### src/pkg/bit_logic_consts.vh
// constants for the single-bit carry datapath
`ifndef BIT_LOGIC_CONSTS_VH
`define BIT_LOGIC_CONSTS_VH

// =====================================================================
// operation codes
`define OP_W 4
`define OP_BAND 4'h0
`define OP_AND_INV 4'h1
`define OP_OR 4'h2
`define OP_OR_INV 4'h3
`define OP_XOR 4'h4
`define OP_XOR_INV 4'h5
`define OP_BLOAD 4'h6
`define OP_BILOAD 4'h7
`define OP_BSTORE 4'h8
`define OP_BISTORE 4'h9

// =====================================================================
// operand forms
`define SRC_W 2
`define SRC_REG 2'h0
`define SRC_IND 2'h1
`define SRC_ABS 2'h2

// =====================================================================
// widths and reset values
`define BYTE_W 8
`define IDX_W 3
`define REGSEL_W 4
`define IND_ADDR_W 24
`define ABS_ADDR_W 8
`define FULL_ADDR_W 24
`define ABS_PAGE 16'hFFFF
`define CCR_W 8
`define CCR_C 0
`define CCR_V 1
`define CCR_Z 2
`define CCR_N 3
`define CCR_H 5
`define CCR_I 7
`define CCR_RST 8'h80
`define BYTE_RST 8'h00

`endif

### src/verilog/bit_pick.v
// selects one bit of a byte by a 3-bit index
`timescale 1ns/1ps
`default_nettype none
`include "bit_logic_consts.vh"

module bit_pick #(
  parameter WIDTH = `BYTE_W,
  parameter IW = `IDX_W
) (
  input wire [WIDTH-1:0] data_i,
  input wire [IW-1:0] idx_i,
  output wire bit_o
);

  // index 0 is the least significant bit
  assign bit_o = data_i[idx_i]; // RULE12

endmodule
`default_nettype wire

### src/verilog/bit_insert.v
// replaces one bit of a byte, keeping the others
`timescale 1ns/1ps
`default_nettype none
`include "bit_logic_consts.vh"

module bit_insert #(
  parameter WIDTH = `BYTE_W,
  parameter IW = `IDX_W
) (
  input wire [WIDTH-1:0] data_i,
  input wire [IW-1:0] idx_i,
  input wire bit_i,
  output reg [WIDTH-1:0] data_o
);

  // copy byte, then overwrite the chosen position only
  always @* begin
    data_o = data_i; // RULE3
    data_o[idx_i] = bit_i; // RULE12
  end

endmodule
`default_nettype wire

### src/verilog/bit_logic_carry_unit.v
// single-bit instruction datapath with carry flag and byte operand access
//
// Contract
// RULE1 - load selects operand bit into carry for all three operand forms
// RULE2 - inverted load puts complement of selected bit into carry
// RULE3 - store writes carry into selected bit, other bits unchanged
// RULE4 - inverted store writes complement of carry into selected bit
// RULE5 - AND: carry becomes carry AND selected bit
// RULE6 - inverted AND: carry becomes carry AND complement of bit
// RULE7 - OR: carry becomes carry OR selected bit
// RULE8 - inverted OR: carry becomes carry OR complement of bit
// RULE9 - XOR: carry becomes carry XOR selected bit
// RULE10 - inverted XOR: carry becomes carry XOR complement of bit
// RULE11 - I, H, N, Z, V never change; stores leave carry unchanged
// RULE12 - immediate value 0 selects bit 0, value 7 selects bit 7
`timescale 1ns/1ps
`default_nettype none
`include "bit_logic_consts.vh"

// =====================================================================
// sequencer overview
//   idle: waits for start_i; the instruction fields are captured then
//   register read: the byte on reg_rdata_i is taken in the same cycle as the strobe
//   memory read: the request stands until mem_ack_i, data is taken with it
//   execute: carry update for loads and logic ops, bit merge for stores
//   register write: one strobe back to the register that was read
//   memory write: the merged byte goes to the same address, again until ack
// register forms finish three cycles after issue, register stores four
// memory forms take two cycles plus the read wait, stores the write wait more
// undefined op codes still read the operand, then finish with no change
// start_i while busy is ignored and leaves no trace on any port
// a core write of the flags wins over the carry update in the same cycle

module bit_logic_carry_unit #(
  parameter NREG = 16
) (
  input wire ref_clk_i,
  input wire arst_n_i,
  // instruction issue
  input wire start_i,
  input wire [`OP_W-1:0] op_i,
  input wire [`SRC_W-1:0] src_i,
  input wire [`IDX_W-1:0] bit_idx_i,
  input wire [`REGSEL_W-1:0] byte_general_register_i,
  input wire [`IND_ADDR_W-1:0] register_indirect_24bit_address_i,
  input wire [`ABS_ADDR_W-1:0] short_absolute_address_i,
  output wire busy_o,
  output reg done_o,
  // condition code register load (core writes flags directly)
  input wire ccr_wr_i,
  input wire [`CCR_W-1:0] ccr_wdata_i,
  output reg [`CCR_W-1:0] ccr_o,
  // general register file byte port
  output reg reg_rd_o,
  output reg [`REGSEL_W-1:0] reg_sel_o,
  input wire [`BYTE_W-1:0] reg_rdata_i,
  output reg reg_wr_o,
  output reg [`BYTE_W-1:0] reg_wdata_o,
  // memory byte port
  output reg mem_req_o,
  output reg mem_we_o,
  output reg [`FULL_ADDR_W-1:0] mem_addr_o,
  output reg [`BYTE_W-1:0] mem_wdata_o,
  input wire mem_ack_i,
  input wire [`BYTE_W-1:0] mem_rdata_i
);

  // =====================================================================
  // state encoding
  localparam [2:0] ST_IDLE = 3'h0;
  localparam [2:0] ST_REG_RD = 3'h1;
  localparam [2:0] ST_MEM_RD = 3'h2;
  localparam [2:0] ST_EXEC = 3'h3;
  localparam [2:0] ST_REG_WR = 3'h4;
  localparam [2:0] ST_MEM_WR = 3'h5;

  reg [2:0] state;
  reg [2:0] next_state;
  reg [`OP_W-1:0] op;
  reg [`SRC_W-1:0] src;
  reg [`IDX_W-1:0] idx;
  reg [`BYTE_W-1:0] operand;
  reg [`FULL_ADDR_W-1:0] addr;
  wire sel_bit;
  wire [`BYTE_W-1:0] merged;
  reg new_carry;
  reg store_bit;
  wire is_store;
  wire carry;
  wire take;
  wire [`FULL_ADDR_W-1:0] issue_addr;
  wire store_reg;
  wire store_mem;

  assign carry = ccr_o[`CCR_C];
  assign is_store = (op == `OP_BSTORE) || (op == `OP_BISTORE);
  assign busy_o = (state != ST_IDLE);

  // an instruction is taken only while the sequencer is idle
  assign take = (state == ST_IDLE) && start_i;
  // short absolute addresses sit in the top page of the 24-bit space
  assign issue_addr = (src_i == `SRC_IND) ? register_indirect_24bit_address_i
                                          : {`ABS_PAGE, short_absolute_address_i};

  // write-back target of a store, decided in the execute cycle
  assign store_reg = (state == ST_EXEC) && is_store && (src == `SRC_REG);
  assign store_mem = (state == ST_EXEC) && is_store && (src != `SRC_REG);

  // =====================================================================
  // bit selection and insertion
  // operand bit chosen by the captured index
  bit_pick #(
    .WIDTH(`BYTE_W),
    .IW(`IDX_W)
  ) u_pick (
    .data_i(operand),
    .idx_i(idx),
    .bit_o(sel_bit)
  );

  // store byte: the operand with the chosen bit replaced
  bit_insert #(
    .WIDTH(`BYTE_W),
    .IW(`IDX_W)
  ) u_insert (
    .data_i(operand),
    .idx_i(idx),
    .bit_i(store_bit),
    .data_o(merged)
  );

  // =====================================================================
  // carry and store-bit computation
  always @* begin
    new_carry = carry;
    store_bit = carry;
    case (op)
      `OP_BLOAD: new_carry = sel_bit; // RULE1
      `OP_BILOAD: new_carry = ~sel_bit; // RULE2
      `OP_BAND: new_carry = carry & sel_bit; // RULE5
      `OP_AND_INV: new_carry = carry & ~sel_bit; // RULE6
      `OP_OR: new_carry = carry | sel_bit; // RULE7
      `OP_OR_INV: new_carry = carry | ~sel_bit; // RULE8
      `OP_XOR: new_carry = carry ^ sel_bit; // RULE9
      `OP_XOR_INV: new_carry = carry ^ ~sel_bit; // RULE10
      `OP_BSTORE: store_bit = carry; // RULE3
      `OP_BISTORE: store_bit = ~carry; // RULE4
      default: new_carry = carry;
    endcase
  end

  // =====================================================================
  // sequencer next state
  always @* begin
    next_state = state;
    case (state)
      ST_IDLE: begin
        if (start_i) begin
          if (src_i == `SRC_REG) begin
            next_state = ST_REG_RD;
          end else begin
            next_state = ST_MEM_RD;
          end
        end
      end
      ST_REG_RD: next_state = ST_EXEC;
      ST_MEM_RD: begin
        if (mem_ack_i) begin
          next_state = ST_EXEC;
        end
      end
      ST_EXEC: begin
        if (!is_store) begin
          next_state = ST_IDLE;
        end else if (src == `SRC_REG) begin
          next_state = ST_REG_WR;
        end else begin
          next_state = ST_MEM_WR;
        end
      end
      ST_REG_WR: next_state = ST_IDLE;
      ST_MEM_WR: begin
        if (mem_ack_i) begin
          next_state = ST_IDLE;
        end
      end
      default: next_state = ST_IDLE;
    endcase
  end

  // =====================================================================
  // sequencer state register
  always @(posedge ref_clk_i or negedge arst_n_i) begin
    if (!arst_n_i) begin
      state <= ST_IDLE;
    end else begin
      state <= next_state;
    end
  end

  // =====================================================================
  // instruction capture: fields are held for the whole instruction
  always @(posedge ref_clk_i or negedge arst_n_i) begin
    if (!arst_n_i) begin
      op <= `OP_BLOAD;
      src <= `SRC_REG;
      idx <= {`IDX_W{1'b0}};
      addr <= {`FULL_ADDR_W{1'b0}};
    end else if (take) begin
      op <= op_i;
      src <= src_i;
      idx <= bit_idx_i; // RULE12
      addr <= issue_addr; // RULE1
    end
  end

  // =====================================================================
  // operand byte capture
  always @(posedge ref_clk_i or negedge arst_n_i) begin
    if (!arst_n_i) begin
      operand <= `BYTE_RST;
    end else if (state == ST_REG_RD) begin
      operand <= reg_rdata_i;
    end else if (state == ST_MEM_RD && mem_ack_i) begin
      operand <= mem_rdata_i;
    end
  end

  // =====================================================================
  // condition codes: the core write loads all flags, instructions change only carry
  always @(posedge ref_clk_i or negedge arst_n_i) begin
    if (!arst_n_i) begin
      ccr_o <= `CCR_RST;
    end else if (ccr_wr_i) begin
      ccr_o <= ccr_wdata_i;
    end else if (state == ST_EXEC && !is_store) begin
      ccr_o[`CCR_C] <= new_carry; // RULE11
    end
  end

  // =====================================================================
  // register file byte port: read strobe at issue, write strobe for stores
  always @(posedge ref_clk_i or negedge arst_n_i) begin
    if (!arst_n_i) begin
      reg_rd_o <= 1'b0;
      reg_sel_o <= {`REGSEL_W{1'b0}};
      reg_wr_o <= 1'b0;
      reg_wdata_o <= `BYTE_RST;
    end else begin
      // strobes are one-cycle pulses
      reg_rd_o <= 1'b0;
      reg_wr_o <= 1'b0;
      if (take && src_i == `SRC_REG) begin
        reg_rd_o <= 1'b1; // RULE1
        reg_sel_o <= byte_general_register_i;
      end
      // the write goes back to the register that was read
      if (store_reg) begin
        reg_wr_o <= 1'b1; // RULE3
        reg_wdata_o <= merged; // RULE4
      end
    end
  end

  // =====================================================================
  // memory byte port: the request stands until its acknowledge
  always @(posedge ref_clk_i or negedge arst_n_i) begin
    if (!arst_n_i) begin
      mem_req_o <= 1'b0;
      mem_we_o <= 1'b0;
      mem_addr_o <= {`FULL_ADDR_W{1'b0}};
      mem_wdata_o <= `BYTE_RST;
    end else if (take && src_i != `SRC_REG) begin
      // operand read
      mem_req_o <= 1'b1;
      mem_we_o <= 1'b0;
      mem_addr_o <= issue_addr; // RULE1
    end else if (store_mem) begin
      // write-back of the merged byte to the same address
      mem_req_o <= 1'b1;
      mem_we_o <= 1'b1;
      mem_addr_o <= addr;
      mem_wdata_o <= merged; // RULE4
    end else if ((state == ST_MEM_RD || state == ST_MEM_WR) && mem_ack_i) begin
      mem_req_o <= 1'b0;
      mem_we_o <= 1'b0;
    end
  end

  // =====================================================================
  // completion pulse: after execute for loads and logic ops, after the write for stores
  always @(posedge ref_clk_i or negedge arst_n_i) begin
    if (!arst_n_i) begin
      done_o <= 1'b0;
    end else if (state == ST_EXEC && !is_store) begin
      done_o <= 1'b1;
    end else if (state == ST_REG_WR || (state == ST_MEM_WR && mem_ack_i)) begin
      done_o <= 1'b1;
    end else begin
      done_o <= 1'b0;
    end
  end

endmodule
`default_nettype wire

### config.mk
export PLATFORM = sky130hd
export DESIGN_NAME = bit_logic_carry_unit
export DESIGN_NICKNAME = d
export VERILOG_FILES = /design/src/verilog/bit_pick.v /design/src/verilog/bit_insert.v /design/src/verilog/bit_logic_carry_unit.v
export VERILOG_INCLUDE_DIRS = /design/src /design/src/pkg
export SDC_FILE = /design/constraint.sdc
export NUM_CORES = 1
export LEC_CHECK = 0
export ABC_AREA = 1
export BUFFER_PORTS_ARGS = -buffer_cell sky130_fd_sc_hd__clkbuf_2
export CELL_PAD_IN_SITES_DETAIL_PLACEMENT = 0
export CELL_PAD_IN_SITES_GLOBAL_PLACEMENT = 1
export CORE_MARGIN = 2
export CORE_UTILIZATION = 42
export DETAILED_ROUTE_END_ITERATION = 10
export PLACE_DENSITY = 0.93
export SLEW_MARGIN = 20
export SYNTH_ARGS = -nofsm -noshare
export SYNTH_HDL_FRONTEND = slang
export SYNTH_SLANG_ARGS = --single-unit
### constraint.sdc
create_clock -name ref_clk_i -period 4.5 [get_ports ref_clk_i]
set_input_delay 0.45 -clock ref_clk_i [delete_from_list [all_inputs] [get_ports ref_clk_i]]
set_output_delay 0.45 -clock ref_clk_i [all_outputs]
set_load 0.05 [all_outputs]
==> results.py, run 1 <==
metrics = {
    "floorplan": {
        "io_pins": 132,
        "core_area_sq_um": 10890,
        "rows": 38,
        "initial_core_util_pct": 43.13,
        "die_w_um": 109.7,
        "die_area_sq_um": 12040,
        "die_y_um": 109.7,
    },
    "global_routing": {
        "grt_usage_pct": 19.30,
        "grt_pass1_vias": 3861,
        "grt_max_degree": 64,
        "antenna_found_initial": 0,
        "grt_pass1_wl_um": 18090,
        "gr-total-overflow": 0,
    },
    "logic_synthesis": {
        "synth_area_leaders": "dfrtp_1 (52%), nand2_1 (11%), o21ai_0 (7.4%)",
        "synth-seq-area-share_pct": 53.90,
        "synthFlopType": "dfrtp_1",
        "yosysMostFrequentCell": "nand2_1",
        "syn-instance-count": 516,
        "netlist_area_sq_um": 4696,
        "synth_cell_types": 32,
        "synth-edff-count": 0,
        "async_reset_ff_share_pct": 100.0,
        "avgSynthCellArea_sq_um": 9.100,
        "synth_top_area_share_pct": 52.22,
        "yosysTopAreaCell": "dfrtp_1",
        "synthTopCellsByCount": "nand2_1 (134), dfrtp_1 (98), o21ai_0 (69)",
        "ys_seq_elements": 101,
        "syn_nets": 590,
        "ys_warn_count": 0,
    },
    "sta": {
        "fin_crit_sh_pct": 43.48,
        "rsz0062_at_grt": "false",
        "setup_violations": 0,
        "setup_tns_ps": 0,
        "finalHoldViolCount": 0,
        "min_period_ps": 1957,
        "drv_slew": 0,
        "fin_worst_skew_ps": 9.112,
        "slew_headroom_pct": 35.33,
        "setup_ws_ps": 2543,
        "tightest_slew_ps": 967.6,
        "fmax_ghz": 0.5111,
    },
    "power": {
        "clkPwrFrac_pct": 16.7,
        "cellLeakagePower_nw": 2.943,
        "p_sw_mw": 2.203,
        "pwr-share-comb_pct": 49.1,
        "power_density_nw_per_um2": 801.8,
        "ir_drop_mv": 0.3846,
        "p_sw_share_pct": 48.43,
        "intPower_mw": 2.345,
        "pwr-share-seq_pct": 34.2,
    },
    "placed_design": {
        "dp.final_hpwl_um": 7669,
        "portBuffers": 131,
        "gp_congestion": 0.7962,
        "pre_cts_slack_ps": 2470,
    },
    "clocking": {
        "insertion_delay_ps": 380,
        "clkSlewWorstSetupHoldPaths_ps": 100,
        "cts_hold_buf": 0,
        "cts_resized": 0,
        "cts.sinks": 101,
        "h-tree-depth": 3,
        "cts_tree": "yes",
        "cts_buffer_depth": 2,
        "cts-root-buf": "clkbuf_8",
        "numCtsBuffers": 9,
        "post_cts_buffers": 0,
    },
    "detailed_routing": {
        "dr_total_vias": 3959,
        "drc_errors": 0,
        "via_per_inst": 5.056,
        "avgRoutedWirePerCell_um": 14.01,
        "finalWirelength_um": 10970,
        "ant_nets": 0,
        "drtIter0Drc": 175,
        "dr.pass1.iters": 4,
    },
    "final_layout": {
        "syn2layout_area_growth_pct": 20.78,
        "drive_gt1_share_pct": 30.33,
        "fin_nets": 712,
        "fillers": 1011,
        "diodes": 0,
    },
    "critical_path": {
        "startpoint_type": "register",
        "critPathLaunch": "state[1]",
        "endpoint": "mem_addr_o[1]",
        "crit_arrival_ps": 2190,
        "ff2ff_path_depth": 10,
        "worstReg2RegEnd": "mem_addr_o[1]",
        "worstPathRequired_ps": 4740,
        "rrSetupSlack_ps": 2540,
        "r2r_start": "state[1]",
        "criticalPathCategory": "register to register",
        "critPathCaptureType": "register",
        "critPathMaxFanout": 63,
    },
    "status": {
        "status": "finished, final reports clean",
    },
    "worst_hold_path": {
        "worstHoldPathType": "primary input to asynchronous set/reset pin",
    },
    "run": {
        "cap_violations": 0,
    },
}
==> per-layer routing <==
layer / global-route usage [%] / part of all wire (%) / vias to the layer above
li1: - / - / 1941
met1: 25.73 / 46 / 1869
met2: 31.13 / 46 / 134
met3: 5.098 / 6.7 / 15
met4: 5.335 / 1.2 / 0
met5: 0 / 0 / -
==> worst max-delay path: stages (launching register included) <==
cell	delay [ps]
dfrtp_1	390
inv_1	310
nand2_2	130
inv_2	100
nand2_4	100
inv_6	300
nand2_4	90
nand2_4	80
inv_4	130
nand2_1	90
o221ai_1	100
==> how the worst min path moves through the flow <==
stage | depth (start not counted) | start | slack, ps | to
floorplan | 0 | arst_n_i | 150 | addr[0]
global placement | 2 | ccr_o[7] | 450 | ccr_o[7]
detailed placement | 2 | ccr_o[3] | 460 | ccr_o[3]
CTS | 1 | arst_n_i | 90 | reg_wdata_o[7]
global route | 1 | arst_n_i | 120 | reg_wdata_o[7]
finish | 1 | arst_n_i | 80 | reg_wdata_o[7]
==> metrics by stage <==
| step | instance area (sq um) | hold WS, ps | cells | util, % | total power [mW] |
|---|---|---|---|---|---|
| global route | 5672 | 120.8 | 783 | 52.09 | 4.877 |
| detailed placement | 5403 | 461.3 | 767 | 49.62 | 3.813 |
| CTS | 5672 | 94.88 | 783 | 52.09 | 4.579 |
| finish | 5672 | 80.42 | 783 | 52.09 | 4.548 |
| floorplan | 4696 | 154.4 | 516 | - | 3.316 |
| global placement | 5403 | 450.3 | 767 | 49.62 | 3.748 |
==> state kept, by name (all words and copies together), names as in the netlist, 4 cells and up <==
signal and cells:
ccr_o 8, reg_wdata_o 8, addr 24, reg_sel_o 4, mem_addr_o 24, operand 8
mem_wdata_o 8, op 4
==> final cells by class <==
type	count	area, sq um	share of cell area [%]
multi-input cells	325	1757	30.97
repair buffers	134	680.7	12.00
flip-flops and latches	101	2531	44.63
inverters	67	259.0	4.567
well taps	140	175.2	3.088
clock inverters	7	145.1	2.559
clock buffers	9	123.9	2.184
==> power by group through the flow <==
stage / logic (mW) / registers (mW) / clock network (mW)
after global placement: 2.19 / 1.56 / 0
after global routing: 2.46 / 1.60 / 0.814
final: 2.23 / 1.56 / 0.759
after floorplan: 1.07 / 2.25 / 0
after CTS: 2.25 / 1.55 / 0.774
after detailed placement: 2.25 / 1.56 / 0
==> cell families (layout without fill, tap and decap cells) <==
| group | after synthesis | after routing | synth area share, % |
|---|---|---|---|
| buffers and inverters | 90 | 217 | 8.740 |
| multiplexers | 4 | 4 | 0.9592 |
| flip-flops | 101 | 101 | 53.90 |
| XOR/XNOR | 1 | 1 | 0.3465 |
| AND/OR/NAND/NOR | 194 | 194 | 17.37 |
| AO/OA/AOI/OAI | 126 | 126 | 18.68 |
==> cells in the final DEF, fill, tap and decap left out, types with 5 or more instances in the layout <==
cell	synthesis	routed
a21oi_1	6	6
a31oi_1	11	11
clkbuf_2	0	130
clkbuf_8	0	9
dfrtp_1	98	98
inv_1	64	64
nand2_1	134	134
nand3_1	18	18
nor2_1	29	28
o211ai_1	8	8
o21ai_0	69	69
o221ai_1	5	5
o221ai_2	17	17
Note: power is estimated with default switching activity, not from simulation.
==> run 2, diff against run 1 <==
--- a/config.mk
+++ b/config.mk
@@ -11,9 +11,9 @@
 export CELL_PAD_IN_SITES_DETAIL_PLACEMENT = 0
 export CELL_PAD_IN_SITES_GLOBAL_PLACEMENT = 1
 export CORE_MARGIN = 2
-export CORE_UTILIZATION = 42
+export CORE_UTILIZATION = 39
 export DETAILED_ROUTE_END_ITERATION = 10
-export PLACE_DENSITY = 0.93
+export PLACE_DENSITY = 0.87
 export SLEW_MARGIN = 20
 export SYNTH_ARGS = -nofsm -noshare
 export SYNTH_HDL_FRONTEND = slang
==> constraint.sdc (replaced) <==
create_clock -name ref_clk_i -period 1.9 [get_ports ref_clk_i]
set_input_delay 0.19 -clock ref_clk_i [delete_from_list [all_inputs] [get_ports ref_clk_i]]
set_output_delay 0.19 -clock ref_clk_i [all_outputs]
set_load 0.05 [all_outputs]
==> results.py, run 2 (synthesis results as in run 1) <==
metrics = {
    "sta": {
        "min_period_ps": 1649,
        "hold_slack_ps": 35.89,
        "tightest_slew_ps": 507.9,
        "drv_slew": 0,
        "finalHoldViolCount": 0,
        "fin_crit_sh_pct": 86.81,
        "slew_headroom_pct": 66.14,
        "setup_tns_ps": 0,
        "fin_worst_skew_ps": 10.46,
        "setup_violations": 0,
        "fmax_ghz": 0.6063,
        "setup_ws_ps": 250.6,
        "rsz0062_at_grt": "false",
    },
    "final_layout": {
        "seqCellArea_sq_um": 2531,
        "final_common_cell": "nand2_1",
        "fillers": 1122,
        "final_cell_mix": "nand2_1 (134), clkbuf_2 (130), dfrtp_1 (98)",
        "finalInstanceArea_sq_um": 5821,
        "fin_nets": 720,
        "drive_gt1_share_pct": 31.03,
        "diodes": 0,
        "multi_input_area_sq_um": 1762,
        "syn2layout_area_growth_pct": 23.95,
        "top_regs": "addr: 24 flops, mem_addr_o: 24 flops",
        "fin_util_pct": 49.07,
    },
    "global_routing": {
        "grt_usage_pct": 17.70,
        "gr-total-overflow": 0,
        "grt_pass1_wl_um": 18570,
        "grt_pass1_vias": 3975,
        "antenna_found_initial": 0,
        "grt_max_degree": 47,
    },
    "floorplan": {
        "rows": 40,
        "die_y_um": 113.7,
        "die_area_sq_um": 12930,
        "io_pins": 132,
        "die_w_um": 113.7,
        "initial_core_util_pct": 39.59,
        "core_area_sq_um": 11860,
    },
    "critical_path": {
        "path_cells": "nor2_2 > nand2_2 > inv_2 > nand2_4 > inv_6 > buf_12 > o21ai_0 > o221ai_2",
        "criticalPathCategory": "register to register",
        "critPathCaptureType": "register",
        "cpPeakStageDelay_ps": 460,
        "critPathTopFamily": "flip-flops",
        "cp_slowest_cell": "dfrtp_1",
        "crit_arrival_ps": 1900,
        "crit_buf_inv": 3,
        "worstPathRequired_ps": 2150,
        "critPathMaxFanout": 36,
        "startpoint_type": "register",
    },
    "worst_hold_path": {
        "worstHoldPathType": "primary input to register",
    },
    "placed_design": {
        "placedInstanceArea_sq_um": 5494,
        "dp.final_hpwl_um": 7936,
        "portBuffers": 131,
        "pre_cts_slack_ps": 252.0,
        "gp_congestion": 0.8645,
    },
    "detailed_routing": {
        "dr_total_vias": 3961,
        "via_per_inst": 4.964,
        "drtIter0Drc": 170,
        "dr.pass1.iters": 4,
        "finalWirelength_um": 10990,
        "ant_nets": 0,
        "avgRoutedWirePerCell_um": 13.77,
        "drc_errors": 0,
    },
    "clocking": {
        "cts.sinks": 101,
        "post_cts_buffers": 0,
        "cts_buffer_depth": 2,
        "cts_tree": "yes",
        "numCtsBuffers": 9,
        "clkSlewWorstSetupHoldPaths_ps": 70,
        "cts_resized": 0,
        "h-tree-depth": 3,
        "cts-root-buf": "clkbuf_16",
        "insertion_delay_ps": 340,
    },
    "power": {
        "cellLeakagePower_nw": 3.013,
        "ir_drop_mv": 0.9117,
        "power_density_nw_per_um2": 1893,
    },
    "status": {
        "status": "finished, final reports clean",
    },
    "run": {
        "cap_violations": 0,
    },
}
==> run 2: changes by cell type in the layout (fill, tap and decap cells not counted), moves of 2 or more <==
cell,delta
buf_4,+5
buf_12,+2
clkbuf_16,+9
bufinv_16,-3
inv_8,+2
clkbuf_8,-8
==> run 2: power breakdown <==
part	switching [mW]	internal (mW)	leakage, nW
sequential	0.521	3.14	1.22
combinational	3.93	1.48	1.64
clock	0.857	1.08	0.153
total	5.31	5.70	3.01
==> run 2: path summary, 6_finish.rpt <==
path / to / depth (start not counted) / start / slack, ps
max in group asynchronous: operand[1] / 3 / arst_n_i / 890
worst max-delay path: mem_addr_o[9] / 8 / state[2] / 250
worst min-delay path: ccr_o[7] / 3 / ccr_wdata_i[7] / 40
worst max register to register: mem_addr_o[9] / 8 / state[2] / 250
worst min register to register: ccr_o[7] / 2 / ccr_o[7] / 470
min in group asynchronous: reg_wdata_o[6] / 2 / arst_n_i / 370
==> run 2: repair_timing <==
action,in CTS,in global routing
hold buffers,1,0
setup endpoints to repair,0,0
hold endpoints to repair,33,0
==> run 2: layout make-up <==
type | count | share of cell area, %
clock inverters | 6 | 1.333
inverters | 67 | 4.450
multi-input cells | 325 | 30.27
clock buffers | 10 | 4.106
flip-flops and latches | 101 | 43.49
well taps | 147 | 3.160
repair buffers | 142 | 13.20
==> run 2: per-stage QoR <==
stage | power [mW] | cells
floorplan | 7.853 | 516
global placement | 8.994 | 781
detailed placement | 9.135 | 781
CTS | 11.12 | 798
global route | 11.82 | 798
finish | 11.02 | 798
==> run 2: worst min-delay path, stage by stage <==
cell,delay (ps)
clkbuf_2,80
nand2_1,50
nand2_1,50
==> run 2: per-layer routing <==
metal | wire length, um | vias to the layer above | global-route usage, %
met5 | 0 | - | 0
met4 | 132 | 0 | 5.447
met2 | 5098 | 121 | 28.62
met3 | 661 | 10 | 4.145
li1 | - | 1961 | -
met1 | 5099 | 1869 | 23.82
